--- config.mk ---
export PLATFORM = sky130hd
export DESIGN_NAME = acd_datapath
export DESIGN_NICKNAME = d
export VERILOG_FILES = /design/src/acd_pkg.sv /design/src/acd_alu_if.sv /design/src/acd_alu.sv /design/src/acd_datapath.sv
export SDC_FILE = /design/constraint.sdc
export NUM_CORES = 1
export LEC_CHECK = 0
export BUFFER_PORTS_ARGS = -buffer_cell sky130_fd_sc_hd__buf_2
export CAP_MARGIN = 20
export CORE_ASPECT_RATIO = 0.7
export CORE_MARGIN = 8
export CORE_UTILIZATION = 40
export CTS_CLUSTER_DIAMETER = 80
export DETAILED_ROUTE_END_ITERATION = 10
export GPL_TIMING_DRIVEN = 0
export PLACE_DENSITY = 0.66
export SYNTH_ARGS = -nofsm -noshare
export SYNTH_HDL_FRONTEND = slang
export SYNTH_HIERARCHICAL = 1
export SYNTH_SLANG_ARGS = --single-unit
export TNS_END_PERCENT = 10
--- constraint.sdc ---
create_clock -name mclk -period 2.9 [get_ports mclk]
set_clock_uncertainty 0.2 [all_clocks]
set_input_delay 0.145 -clock mclk [delete_from_list [all_inputs] [get_ports mclk]]
set_output_delay 0.145 -clock mclk [all_outputs]
set_load 0.1 [all_outputs]
--- src/acd_pkg.sv ---
// Shared widths, operation codes and reset values for the accumulator datapath
package acd_pkg;
    localparam int DATA_W = 8;
    localparam int ADDR_W = 7;
    localparam int NIBBLE_W = 4;

    // Operation codes, Gray ordered
    typedef enum logic [1:0] {
        ACD_OP_ADD_MEM = 2'h0,
        ACD_OP_AND_ACC = 2'h1,
        ACD_OP_AND_IMM = 2'h3,
        ACD_OP_AND_MEM = 2'h2
    } acd_op_t;

    localparam logic [DATA_W-1:0] ACC_RESET  = 8'h00;
    localparam logic [DATA_W-1:0] DATA_RESET = 8'h00;
    localparam logic [ADDR_W-1:0] ADDR_RESET = 7'h00;
    localparam logic              FLAG_RESET = 1'h0;
endpackage

--- src/acd_alu_if.sv ---
// Operand and result bundle between the datapath control and its arithmetic unit
interface acd_alu_if
    import acd_pkg::*;
#(
    parameter int W = DATA_W
);
    acd_op_t        op;
    logic [W-1:0]   accIn;
    logic [W-1:0]   operand;
    logic [W-1:0]   result;
    logic           carryOut;
    logic           halfOut;
    logic           signedOut;
    logic           zeroOut;

    modport ctrl (output op, accIn, operand, input result, carryOut, halfOut, signedOut, zeroOut);
    modport alu  (input op, accIn, operand, output result, carryOut, halfOut, signedOut, zeroOut);
endinterface

--- src/acd_alu.sv ---
// Combinational add and AND unit with flag generation
module acd_alu
    import acd_pkg::*;
#(
    parameter int W = DATA_W
) (
    // Operand and result bundle
    acd_alu_if.alu bus
);
    logic [W:0]        sum;
    logic [NIBBLE_W:0] halfSum;

    initial begin
        if (W < NIBBLE_W + 1) begin
            $error("acd_alu: width too small");
        end
    end

    always_comb begin
        sum = {1'b0, bus.accIn} + {1'b0, bus.operand};
        halfSum = {1'b0, bus.accIn[NIBBLE_W-1:0]} + {1'b0, bus.operand[NIBBLE_W-1:0]};
        case (bus.op)
            ACD_OP_ADD_MEM: bus.result = sum[W-1:0]; // RULE1
            ACD_OP_AND_ACC: bus.result = bus.accIn & bus.operand; // RULE3
            ACD_OP_AND_IMM: bus.result = bus.accIn & bus.operand; // RULE5
            ACD_OP_AND_MEM: bus.result = bus.accIn & bus.operand; // RULE6
            default:        bus.result = sum[W-1:0];
        endcase
    end

    // Flags from the sum, zero flag from the result
    assign bus.carryOut  = sum[W]; // RULE2
    assign bus.halfOut   = halfSum[NIBBLE_W]; // RULE2
    assign bus.signedOut = (bus.accIn[W-1] == bus.operand[W-1])
                         && (sum[W-1] != bus.accIn[W-1]); // RULE2
    assign bus.zeroOut   = (bus.result == '0); // RULE7
endmodule

--- src/acd_datapath.sv ---
// Accumulator add and AND datapath top level
// Function
// RULE1 - An add-to-memory sums the accumulator and the memory byte and writes it back to memory.
// RULE2 - An add-to-memory updates the signed range, null, half byte and carry flags from the sum.
// RULE3 - A memory AND places accumulator AND memory byte into the accumulator only.
// RULE4 - A memory AND updates only the null flag, leaving the other flags as they were.
// RULE5 - An immediate AND places accumulator AND immediate byte into the accumulator and sets null.
// RULE6 - An AND-to-memory writes accumulator AND memory byte back into that memory location.
// RULE7 - All data is eight bits wide and null is set exactly when all result bits are zero.
module acd_datapath
    import acd_pkg::*;
#(
    parameter int DataWidth = DATA_W,
    parameter int AddrWidth = ADDR_W
) (
    // Clock, reset and enable
    input  wire logic                 mclk,
    input  wire logic                 reset_n,
    input  wire logic                 clkEn,
    // Operation request from the decoder
    input  wire logic                 opValid,
    input  wire acd_op_t              opCode,
    input  wire logic [AddrWidth-1:0] memAddr,
    input  wire logic [DataWidth-1:0] memOperand,
    input  wire logic [DataWidth-1:0] immData,
    // Direct accumulator load
    input  wire logic                 accLoad,
    input  wire logic [DataWidth-1:0] accLoadData,
    // Accumulator and flags
    output logic [DataWidth-1:0]      accValue,
    output logic                      signedRangeFlag,
    output logic                      nullFlag,
    output logic                      halfByteFlag,
    output logic                      carryFlag,
    // Data memory write port
    output logic                      memWrEn,
    output logic [AddrWidth-1:0]      memWrAddr,
    output logic [DataWidth-1:0]      memWrData,
    // Completion
    output logic                      opDone
);
    logic       issue;
    logic       writesMem;
    logic       writesAcc;
    logic       fullFlags;

    acd_alu_if #(.W(DataWidth)) aluBus ();

    acd_alu #(.W(DataWidth)) u_alu (
        .bus (aluBus)
    );

    initial begin
        if (DataWidth != DATA_W) begin
            $error("acd_datapath: data width must be eight");
        end
        if (AddrWidth < 1) begin
            $error("acd_datapath: address width must be positive");
        end
    end

    assign aluBus.op      = opCode;
    assign aluBus.accIn   = accValue;
    assign aluBus.operand = (opCode == ACD_OP_AND_IMM) ? immData : memOperand;

    assign issue     = clkEn && opValid;
    assign writesMem = (opCode == ACD_OP_ADD_MEM) || (opCode == ACD_OP_AND_MEM);
    assign writesAcc = (opCode == ACD_OP_AND_ACC) || (opCode == ACD_OP_AND_IMM);
    assign fullFlags = (opCode == ACD_OP_ADD_MEM);

    // Accumulator
    always_ff @(posedge mclk or negedge reset_n) begin
        if (!reset_n) begin
            accValue <= ACC_RESET;
        end else if (clkEn) begin
            if (opValid && writesAcc) begin
                accValue <= aluBus.result; // RULE3 RULE5
            end else if (opValid) begin
                accValue <= accValue; // RULE1
            end else if (accLoad) begin
                accValue <= accLoadData;
            end
        end
    end

    // Status flags
    always_ff @(posedge mclk or negedge reset_n) begin
        if (!reset_n) begin
            signedRangeFlag <= FLAG_RESET;
            nullFlag        <= FLAG_RESET;
            halfByteFlag    <= FLAG_RESET;
            carryFlag       <= FLAG_RESET;
        end else if (issue) begin
            nullFlag <= aluBus.zeroOut; // RULE4 RULE5 RULE7
            if (fullFlags) begin
                signedRangeFlag <= aluBus.signedOut; // RULE2
                halfByteFlag    <= aluBus.halfOut; // RULE2
                carryFlag       <= aluBus.carryOut; // RULE2
            end
        end
    end

    // Memory write port
    always_ff @(posedge mclk or negedge reset_n) begin
        if (!reset_n) begin
            memWrEn   <= FLAG_RESET;
            memWrAddr <= ADDR_RESET;
            memWrData <= DATA_RESET;
        end else if (clkEn) begin
            memWrEn <= opValid && writesMem; // RULE1 RULE6
            if (opValid && writesMem) begin
                memWrAddr <= memAddr;
                memWrData <= aluBus.result; // RULE1 RULE6
            end
        end
    end

    // Completion pulse
    always_ff @(posedge mclk or negedge reset_n) begin
        if (!reset_n) begin
            opDone <= FLAG_RESET;
        end else if (clkEn) begin
            opDone <= opValid;
        end
    end

    // Reference values for checking
    logic [DataWidth:0]   chkSum;
    logic [DataWidth-1:0] chkSumLo;
    logic                 chkCarry;
    logic [NIBBLE_W:0]    chkHalfSum;
    logic                 chkHalf;
    logic [DataWidth-1:0] chkAndMem;
    logic [DataWidth-1:0] chkAndImm;
    logic                 chkSigned;

    assign chkSum     = {1'b0, accValue} + {1'b0, memOperand};
    assign chkSumLo   = chkSum[DataWidth-1:0];
    assign chkCarry   = chkSum[DataWidth];
    assign chkHalfSum = {1'b0, accValue[NIBBLE_W-1:0]} + {1'b0, memOperand[NIBBLE_W-1:0]};
    assign chkHalf    = chkHalfSum[NIBBLE_W];
    assign chkAndMem  = accValue & memOperand;
    assign chkAndImm  = accValue & immData;
    assign chkSigned  = (accValue[DataWidth-1] == memOperand[DataWidth-1])
                      && (chkSumLo[DataWidth-1] != accValue[DataWidth-1]);
endmodule

==> impl_metrics.prom, run 1 <==
# TYPE chip_impl_metric gauge
chip_impl_info{name="status",value="finished, final reports clean"} 1
chip_impl_metric{name="avgRoutedWirePerCell",unit="microns"} 16.3
chip_impl_metric{name="clock_power_share",unit="%"} 16.0
chip_impl_metric{name="data_required_time_of_the_critical_path",unit="ns"} 2.87
chip_impl_metric{name="total_switching_power",unit="mW"} 1.26
chip_impl_metric{name="grt_overflow_total",unit=""} 0
chip_impl_metric{name="cts.reportedPaths.clkPinSlew",unit="ns"} 0.06
chip_impl_metric{name="finalSetupViolations",unit=""} 0
chip_impl_metric{name="seq_power_share",unit="%"} 24.4
chip_impl_metric{name="cp_buf_inv_count",unit=""} 2
chip_impl_metric{name="total_power",unit="mW"} 2.33
chip_impl_info{name="synth_ff_type",value="sky130_fd_sc_hd__dfrtp_1"} 1
chip_impl_metric{name="route.detailed.vias_per_inst",unit=""} 5.29
chip_impl_metric{name="synth-seq-cells",unit=""} 29
chip_impl_metric{name="grt_pass1_vias",unit=""} 1610
chip_impl_metric{name="clkLatencyLatePin",unit="ns"} 0.28
chip_impl_metric{name="largest_fanout_on_the_critical_path",unit=""} 7
chip_impl_metric{name="cts-buffers-inserted",unit=""} 5
chip_impl_metric{name="power_switching_share",unit="%"} 54.2
chip_impl_metric{name="power_frac_comb",unit="%"} 59.6
chip_impl_metric{name="gr-usage-all-layers",unit="%"} 14.5
chip_impl_metric{name="p_leak",unit="nW"} 1.33
chip_impl_metric{name="intPower",unit="mW"} 1.07
chip_impl_metric{name="hold_viol",unit=""} 0
chip_impl_metric{name="finalWorstPathRequiredPeriod",unit="ns"} 2.78
chip_impl_info{name="root_buffer",value="sky130_fd_sc_hd__clkbuf_8"} 1
chip_impl_info{name="synth_top_area_cell",value="sky130_fd_sc_hd__dfrtp_1"} 1
chip_impl_metric{name="die_ar",unit="sq mm"} 0.00728
chip_impl_metric{name="dp.cells",unit=""} 296
chip_impl_info{name="timing.hold.worst.class",value="in -> reg"} 1
chip_impl_metric{name="cts_sinks",unit=""} 29
chip_impl_metric{name="share_of_the_synthesized_area_in_the_top_cell_type",unit="%"} 38.0
chip_impl_metric{name="area_growth",unit="%"} 38.3
chip_impl_metric{name="synth_area",unit="sq mm"} 0.00191
chip_impl_metric{name="drt_pre_antenna_iters",unit=""} 4
chip_impl_metric{name="gp_congestion",unit=""} 0.852
chip_impl_metric{name="pin_count_of_the_biggest_net_entering_global_routing",unit=""} 30
chip_impl_metric{name="ys_async_sr_fraction",unit="%"} 100
chip_impl_info{name="crit_path_top_delay_cell",value="sky130_fd_sc_hd__a221o_1"} 1
chip_impl_metric{name="final_design_area_no_fill",unit="sq mm"} 0.00264
chip_impl_metric{name="instances_no_fill",unit=""} 324
chip_impl_info{name="cpLargestDelayFamily",value="multiplexers"} 1
chip_impl_info{name="startpoint_type",value="primary input"} 1
chip_impl_metric{name="synth_enable_flop_cells",unit=""} 0
chip_impl_metric{name="placed_area",unit="sq mm"} 0.00232
chip_impl_metric{name="initial_utilization",unit="%"} 40.6
chip_impl_info{name="crit_path_cell_trace",value="clkbuf_4, nand2_8, mux2_2, ha_2, inv_2, fa_2, and2b_2, o21a_2, a221o_1, mux2i_2, nor4_4, mux2_2"} 1
chip_impl_metric{name="synthesis.nets",unit=""} 220
chip_impl_metric{name="drcViolationCount",unit=""} 0
chip_impl_metric{name="yosysUniqueCellTypes",unit=""} 45
chip_impl_metric{name="die_width",unit="microns"} 98.6
chip_impl_metric{name="cts.path.max_buffers",unit=""} 2
chip_impl_metric{name="die_height",unit="microns"} 73.8
chip_impl_metric{name="timing.critical_path.slowest_cell_delay",unit="ns"} 0.38
chip_impl_metric{name="worstMarginPinSlew",unit="ns"} 0.647
chip_impl_info{name="timing.critical_path.mode_cell",value="sky130_fd_sc_hd__mux2_2"} 1
chip_impl_metric{name="yosys_warnings",unit=""} 6
chip_impl_info{name="worst-setup-path-type",value="in -> reg"} 1
chip_impl_info{name="tritoncts",value="done"} 1
chip_impl_metric{name="insertedDiodeCount",unit=""} 0
chip_impl_info{name="setup.worst_path.end_class",value="flop"} 1
chip_impl_metric{name="synth_sequential_area_ratio",unit="%"} 38.0
chip_impl_metric{name="ir_worst_vdd",unit="V"} 0.000507
chip_impl_metric{name="cts_h_tree_depth",unit=""} 2
chip_impl_info{name="netlist_top_cells_count",value="sky130_fd_sc_hd__dfrtp_1, sky130_fd_sc_hd__mux2_2, sky130_fd_sc_hd__nand2_1"} 1
chip_impl_metric{name="io_pins",unit=""} 67
chip_impl_metric{name="fin_crit_sh",unit="%"} 95.8
chip_impl_info{name="synth_top_cells_by_area",value="sky130_fd_sc_hd__dfrtp_1, sky130_fd_sc_hd__mux2_2, sky130_fd_sc_hd__mux2_4"} 1
chip_impl_metric{name="routed_wirelength",unit="microns"} 5300
chip_impl_metric{name="numPortBuffers",unit=""} 66
chip_impl_metric{name="global_route_wire_length_before_repair",unit="microns"} 8250
chip_impl_metric{name="finalMaxSlewViolations",unit=""} 0
chip_impl_metric{name="drtAntennaViolNets",unit=""} 0
chip_impl_metric{name="syn_inst",unit=""} 173
chip_impl_metric{name="grt_antenna_before_repair",unit=""} 0
chip_impl_metric{name="drt_first_iter_violations",unit=""} 64
chip_impl_metric{name="floorplan.rows",unit=""} 21
chip_impl_info{name="most_frequently_used_cell_type_in_the_post_synthesis_netlist",value="sky130_fd_sc_hd__dfrtp_1"} 1
chip_impl_metric{name="layout-drive-gt1-share",unit="%"} 50.6
chip_impl_metric{name="cp.arrival",unit="ns"} 2.75
chip_impl_metric{name="max_capacitance_violation_count",unit=""} 0
chip_impl_metric{name="worst_slew_margin_relative_to_its_limit",unit="%"} 56.9
chip_impl_metric{name="final_nets",unit=""} 313
chip_impl_metric{name="standard_cell_core_area",unit="sq mm"} 0.00470
chip_impl_metric{name="dpl.hpwl",unit="microns"} 4050
chip_impl_metric{name="syn-mean-instance-area",unit="sq um"} 11.1
chip_impl_metric{name="timing.fmax",unit="MHz"} 360
chip_impl_metric{name="via_count",unit=""} 1715
chip_impl_metric{name="power-per-cell-area",unit="mW/mm^2"} 880
==> worst reg2reg max path: stages (launching register included) <==
cell	delay (ns)
sky130_fd_sc_hd__dfrtp_2	0.41
sky130_fd_sc_hd__ha_2	0.21
sky130_fd_sc_hd__inv_2	0.07
sky130_fd_sc_hd__fa_2	0.20
sky130_fd_sc_hd__and2b_2	0.23
sky130_fd_sc_hd__o21a_2	0.24
sky130_fd_sc_hd__a221o_1	0.38
sky130_fd_sc_hd__mux2i_2	0.30
sky130_fd_sc_hd__nor4_4	0.09
sky130_fd_sc_hd__mux2_2	0.26
==> final cells by class <==
class	count	area, sq um
plain buffers	5	46.3
clock inverters	1	5.00
fillers	434	2060
multi-input cells	132	1150
flip-flops and latches	29	731
inverters	7	26.3
repair buffers	86	520
clock buffers	7	96.3
well taps	57	71.3
==> path summary, 6_finish.rpt <==
kind                                     start  depth (start not counted)           end  slack, ns
worst max-delay path                 opCode[1]                         12      nullFlag       0.12
worst min-delay path            accLoadData[5]                          3   accValue[5]      0.004
worst max register to register     accValue[0]                          9      nullFlag       0.19
worst min register to register    memWrData[4]                          1  memWrData[4]       0.30
max in group asynchronous              reset_n                          2   accValue[1]       1.80
min in group asynchronous              reset_n                          2        opDone       0.23
==> metal layers <==
| layer | vias up | track usage [%] | share of wire, % |
|---|---|---|---|
| met2 | 71 | 19.8 | 39 |
| met4 | 0 | 4.06 | 0.81 |
| li1 | 823 | - | - |
| met5 | - | 0 | 0 |
| met1 | 814 | 20.3 | 52 |
| met3 | 7 | 5.49 | 8.2 |
==> layout by cell type (no fill, tap or decap), types with 3 or more instances in the layout <==
cell type                        n
sky130_fd_sc_hd__buf_2          65
sky130_fd_sc_hd__dfrtp_1        25
sky130_fd_sc_hd__mux2_2         19
sky130_fd_sc_hd__dlygate4sd3_1  14
sky130_fd_sc_hd__nand2_1        11
sky130_fd_sc_hd__mux2_4         10
sky130_fd_sc_hd__a21oi_1        10
sky130_fd_sc_hd__a31oi_1         9
sky130_fd_sc_hd__mux2i_1         8
sky130_fd_sc_hd__o21ai_0         7
sky130_fd_sc_hd__clkbuf_8        7
sky130_fd_sc_hd__buf_4           7
sky130_fd_sc_hd__ha_1            7
sky130_fd_sc_hd__inv_1           6
sky130_fd_sc_hd__dfrtp_2         4
sky130_fd_sc_hd__a21o_1          4
sky130_fd_sc_hd__nor2_1          4
sky130_fd_sc_hd__nand3_1         3
sky130_fd_sc_hd__xor2_1          3
==> flip-flops by register name (all words and copies together) (netlist names) <==
name and cells:
accValue 8, carryFlag 1, halfByteFlag 1, memWrAddr 7, memWrData 8, memWrEn 1, nullFlag 1, opDone 1
signedRangeFlag 1
==> stage by stage <==
stage,TNS (ns),worst slack (ns),hold slack (ns),util (%)
finish,0,0.122,0.00357,56.2
global route,-0.00806,-0.00806,0.0188,56.2
CTS,0,0.00496,0.000594,54.6
detailed placement,-2.12,-0.480,0.00665,49.3
global placement,-1.84,-0.448,0.00169,49.3
floorplan,0,0.0389,-0.351,-
==> cell families (layout without fill, tap and decap cells) <==
group	after synthesis	count (layout)	synth area share, %
compound gates	43	43	14.9
xor+xnor	4	4	1.83
fa+ha+maj	9	9	6.28
buf+inv	12	106	3.80
flops	29	29	38.0
mux	38	38	23.8
simple gates	38	38	11.5
==> power by group through the flow <==
stage | logic, mW | registers (mW) | clock network, mW
finish | 1.39 | 0.567 | 0.372
global route | 1.45 | 0.581 | 0.399
CTS | 1.36 | 0.568 | 0.379
detailed placement | 1.35 | 0.573 | 0
global placement | 1.34 | 0.572 | 0
floorplan | 0.379 | 1.30 | 0
==> repair_timing <==
action | 4_1_cts | 5_1_grt
setup buffers | 0 | 6
gates resized for setup | 2 | 9
endpoints found under the hold margin | 42 | 0
hold buffers | 14 | 0
setup endpoints to repair | 4 | 4
pin swaps | 0 | 4
(Power assumes the default switching activity.)
==> inputs of run 2 (changes only) <==
- PLACE_DENSITY: 0.66 -> not set
- PLACE_DENSITY_LB_ADDON: not set -> 0.05
==> impl_metrics.prom, run 2 (synthesis results as in run 1) <==
# TYPE chip_impl_metric gauge
chip_impl_metric{name="drt_first_iter_violations",unit=""} 107
chip_impl_metric{name="power-per-cell-area",unit="mW/mm^2"} 882
chip_impl_metric{name="dpl.hpwl",unit="microns"} 4060
chip_impl_metric{name="timing.fmax",unit="MHz"} 361
chip_impl_metric{name="pin_count_of_the_biggest_net_entering_global_routing",unit=""} 30
chip_impl_metric{name="drtAntennaViolNets",unit=""} 0
chip_impl_info{name="layout_common_cells",value="sky130_fd_sc_hd__buf_2, sky130_fd_sc_hd__dfrtp_1, sky130_fd_sc_hd__mux2_2"} 1
chip_impl_metric{name="grt_overflow_total",unit=""} 0
chip_impl_metric{name="gp_congestion",unit=""} 0.775
chip_impl_metric{name="route.detailed.vias_per_inst",unit=""} 5.22
chip_impl_metric{name="clkLatencyLatePin",unit="ns"} 0.28
chip_impl_metric{name="grt_pass1_vias",unit=""} 1756
chip_impl_metric{name="instances_no_fill",unit=""} 321
chip_impl_metric{name="cts.path.max_buffers",unit=""} 2
chip_impl_info{name="status",value="complete, but fails checks"} 1
chip_impl_metric{name="via_count",unit=""} 1676
chip_impl_metric{name="final_design_area_no_fill",unit="sq mm"} 0.00262
chip_impl_metric{name="die_ar",unit="sq mm"} 0.00728
chip_impl_metric{name="cp.arrival",unit="ns"} 2.74
chip_impl_metric{name="die_height",unit="microns"} 73.8
chip_impl_metric{name="drt_pre_antenna_iters",unit=""} 4
chip_impl_metric{name="insertedDiodeCount",unit=""} 0
chip_impl_metric{name="dp.cells",unit=""} 296
chip_impl_metric{name="standard_cell_core_area",unit="sq mm"} 0.00470
chip_impl_metric{name="io_pins",unit=""} 67
chip_impl_info{name="timing.hold.worst.class",value="in -> reg"} 1
chip_impl_info{name="tritoncts",value="done"} 1
chip_impl_info{name="worst-setup-path-type",value="in -> reg"} 1
chip_impl_metric{name="p_leak",unit="nW"} 1.31
chip_impl_metric{name="fin_crit_sh",unit="%"} 95.5
chip_impl_metric{name="finalSetupViolations",unit=""} 0
chip_impl_metric{name="cts_sinks",unit=""} 29
chip_impl_metric{name="cts.reportedPaths.clkPinSlew",unit="ns"} 0.06
chip_impl_metric{name="fin_worst_hold_slack",unit="ns"} -0.00102
chip_impl_metric{name="cts-buffers-inserted",unit=""} 5
chip_impl_metric{name="ir_worst_vdd",unit="V"} 0.000674
chip_impl_metric{name="largest_fanout_on_the_critical_path",unit=""} 8
chip_impl_metric{name="placed_area",unit="sq mm"} 0.00232
chip_impl_info{name="largestRegisters",value="accValue x8, memWrData x8, memWrAddr x7"} 1
chip_impl_info{name="layout.cells.most_common",value="sky130_fd_sc_hd__buf_2"} 1
chip_impl_metric{name="die_width",unit="microns"} 98.6
chip_impl_metric{name="hold_viol",unit=""} 1
chip_impl_metric{name="routed_wirelength",unit="microns"} 5320
chip_impl_info{name="violations",value="negative hold slack"} 1
chip_impl_metric{name="worstMarginPinSlew",unit="ns"} 0.641
chip_impl_metric{name="max_capacitance_violation_count",unit=""} 0
chip_impl_info{name="grt_setup_unrepaired",value="no"} 1
chip_impl_metric{name="numPortBuffers",unit=""} 66
chip_impl_metric{name="area_growth",unit="%"} 37.0
chip_impl_metric{name="layout-drive-gt1-share",unit="%"} 51.1
chip_impl_metric{name="avgRoutedWirePerCell",unit="microns"} 16.6
chip_impl_metric{name="data_required_time_of_the_critical_path",unit="ns"} 2.87
chip_impl_metric{name="final_nets",unit=""} 310
chip_impl_metric{name="setup_tns",unit="ns"} 0
chip_impl_metric{name="grt_antenna_before_repair",unit=""} 0
chip_impl_metric{name="global_route_wire_length_before_repair",unit="microns"} 8710
chip_impl_info{name="setup.worst_path.end_class",value="flop"} 1
chip_impl_metric{name="initial_utilization",unit="%"} 40.6
chip_impl_info{name="root_buffer",value="sky130_fd_sc_hd__clkbuf_8"} 1
chip_impl_metric{name="worst_slew_margin_relative_to_its_limit",unit="%"} 57.3
chip_impl_metric{name="cts_h_tree_depth",unit=""} 2
chip_impl_metric{name="finalWorstPathRequiredPeriod",unit="ns"} 2.77
chip_impl_metric{name="finalMaxSlewViolations",unit=""} 0
chip_impl_metric{name="final_core_util",unit="%"} 55.7
chip_impl_metric{name="floorplan.rows",unit=""} 21
chip_impl_metric{name="gr-usage-all-layers",unit="%"} 15.2
chip_impl_info{name="startpoint_type",value="primary input"} 1
chip_impl_metric{name="drcViolationCount",unit=""} 0
[run 2: timing repair]
item	in CTS	in global routing
endpoints found under the setup margin	4	4
cloned	0	0
pin swaps	0	5
resized for setup	2	11
setup buffers	0	6
hold buffers	11	0
hold endpoints to repair	39	0
[run 2: stage by stage]
stage / hold WS [ns] / setup slack, ns / total power, mW
2_1_floorplan: -0.351 / 0.0389 / 1.68
3_3_place_gp: 0.0119 / -0.471 / 1.92
3_5_place_dp: 0.00773 / -0.484 / 1.92
4_1_cts: 0.000171 / 0.0125 / 2.28
5_1_grt: 0.00872 / 0.00653 / 2.43
6_report: -0.00102 / 0.130 / 2.31
[run 2: layout make-up]
cell class	count	area, sq um
multi-input combinational	132	1170
fill	459	2080
sequential	29	731
timing repair buffer	83	488
clock buffer	8	90.1
buffer	5	46.3
inverter	7	26.3
tap	57	71.3
[run 2: routing by layer]
metal	share of wire [%]	GRT usage [%]	vias up
met5	0	0	-
met4	1.0	4.06	0
met3	6.6	5.49	8
met2	42	23.8	57
met1	50	19.3	787
li1	-	-	824
[run 2: worst paths after layout]
kind	from	to	slack (ns)	cells past startpoint
worst max-delay path	opCode[0]	memWrData[6]	0.13	12
worst min-delay path	accLoadData[4]	accValue[4]	-0.001	3
worst max register to register	accValue[0]	memWrData[6]	0.16	9
worst min register to register	memWrAddr[2]	memWrAddr[2]	0.30	1
max in group asynchronous	reset_n	accValue[0]	1.82	2
min in group asynchronous	reset_n	memWrData[6]	0.23	2
[run 2: critical path: stages]
cell and delay (ns):
sky130_fd_sc_hd__clkbuf_4 0.17, sky130_fd_sc_hd__nand2_4 0.11, sky130_fd_sc_hd__mux2_4 0.32, sky130_fd_sc_hd__ha_4 0.18, sky130_fd_sc_hd__inv_2 0.06, sky130_fd_sc_hd__fa_2 0.22, sky130_fd_sc_hd__and2b_2 0.22, sky130_fd_sc_hd__o21a_2 0.24
sky130_fd_sc_hd__a221o_1 0.39, sky130_fd_sc_hd__mux2i_4 0.22, sky130_fd_sc_hd__a21o_1 0.19, sky130_fd_sc_hd__mux2_2 0.26
[run 2: where the power goes]
| part | switching (mW) | total, mW | internal (mW) | leakage, nW |
|---|---|---|---|---|
| Combinational | 1.04 | 1.39 | 0.355 | 0.922 |
| Clock | 0.154 | 0.347 | 0.193 | 0.0455 |
| Sequential | 0.0635 | 0.569 | 0.506 | 0.346 |
| Total | 1.26 | 2.31 | 1.05 | 1.31 |
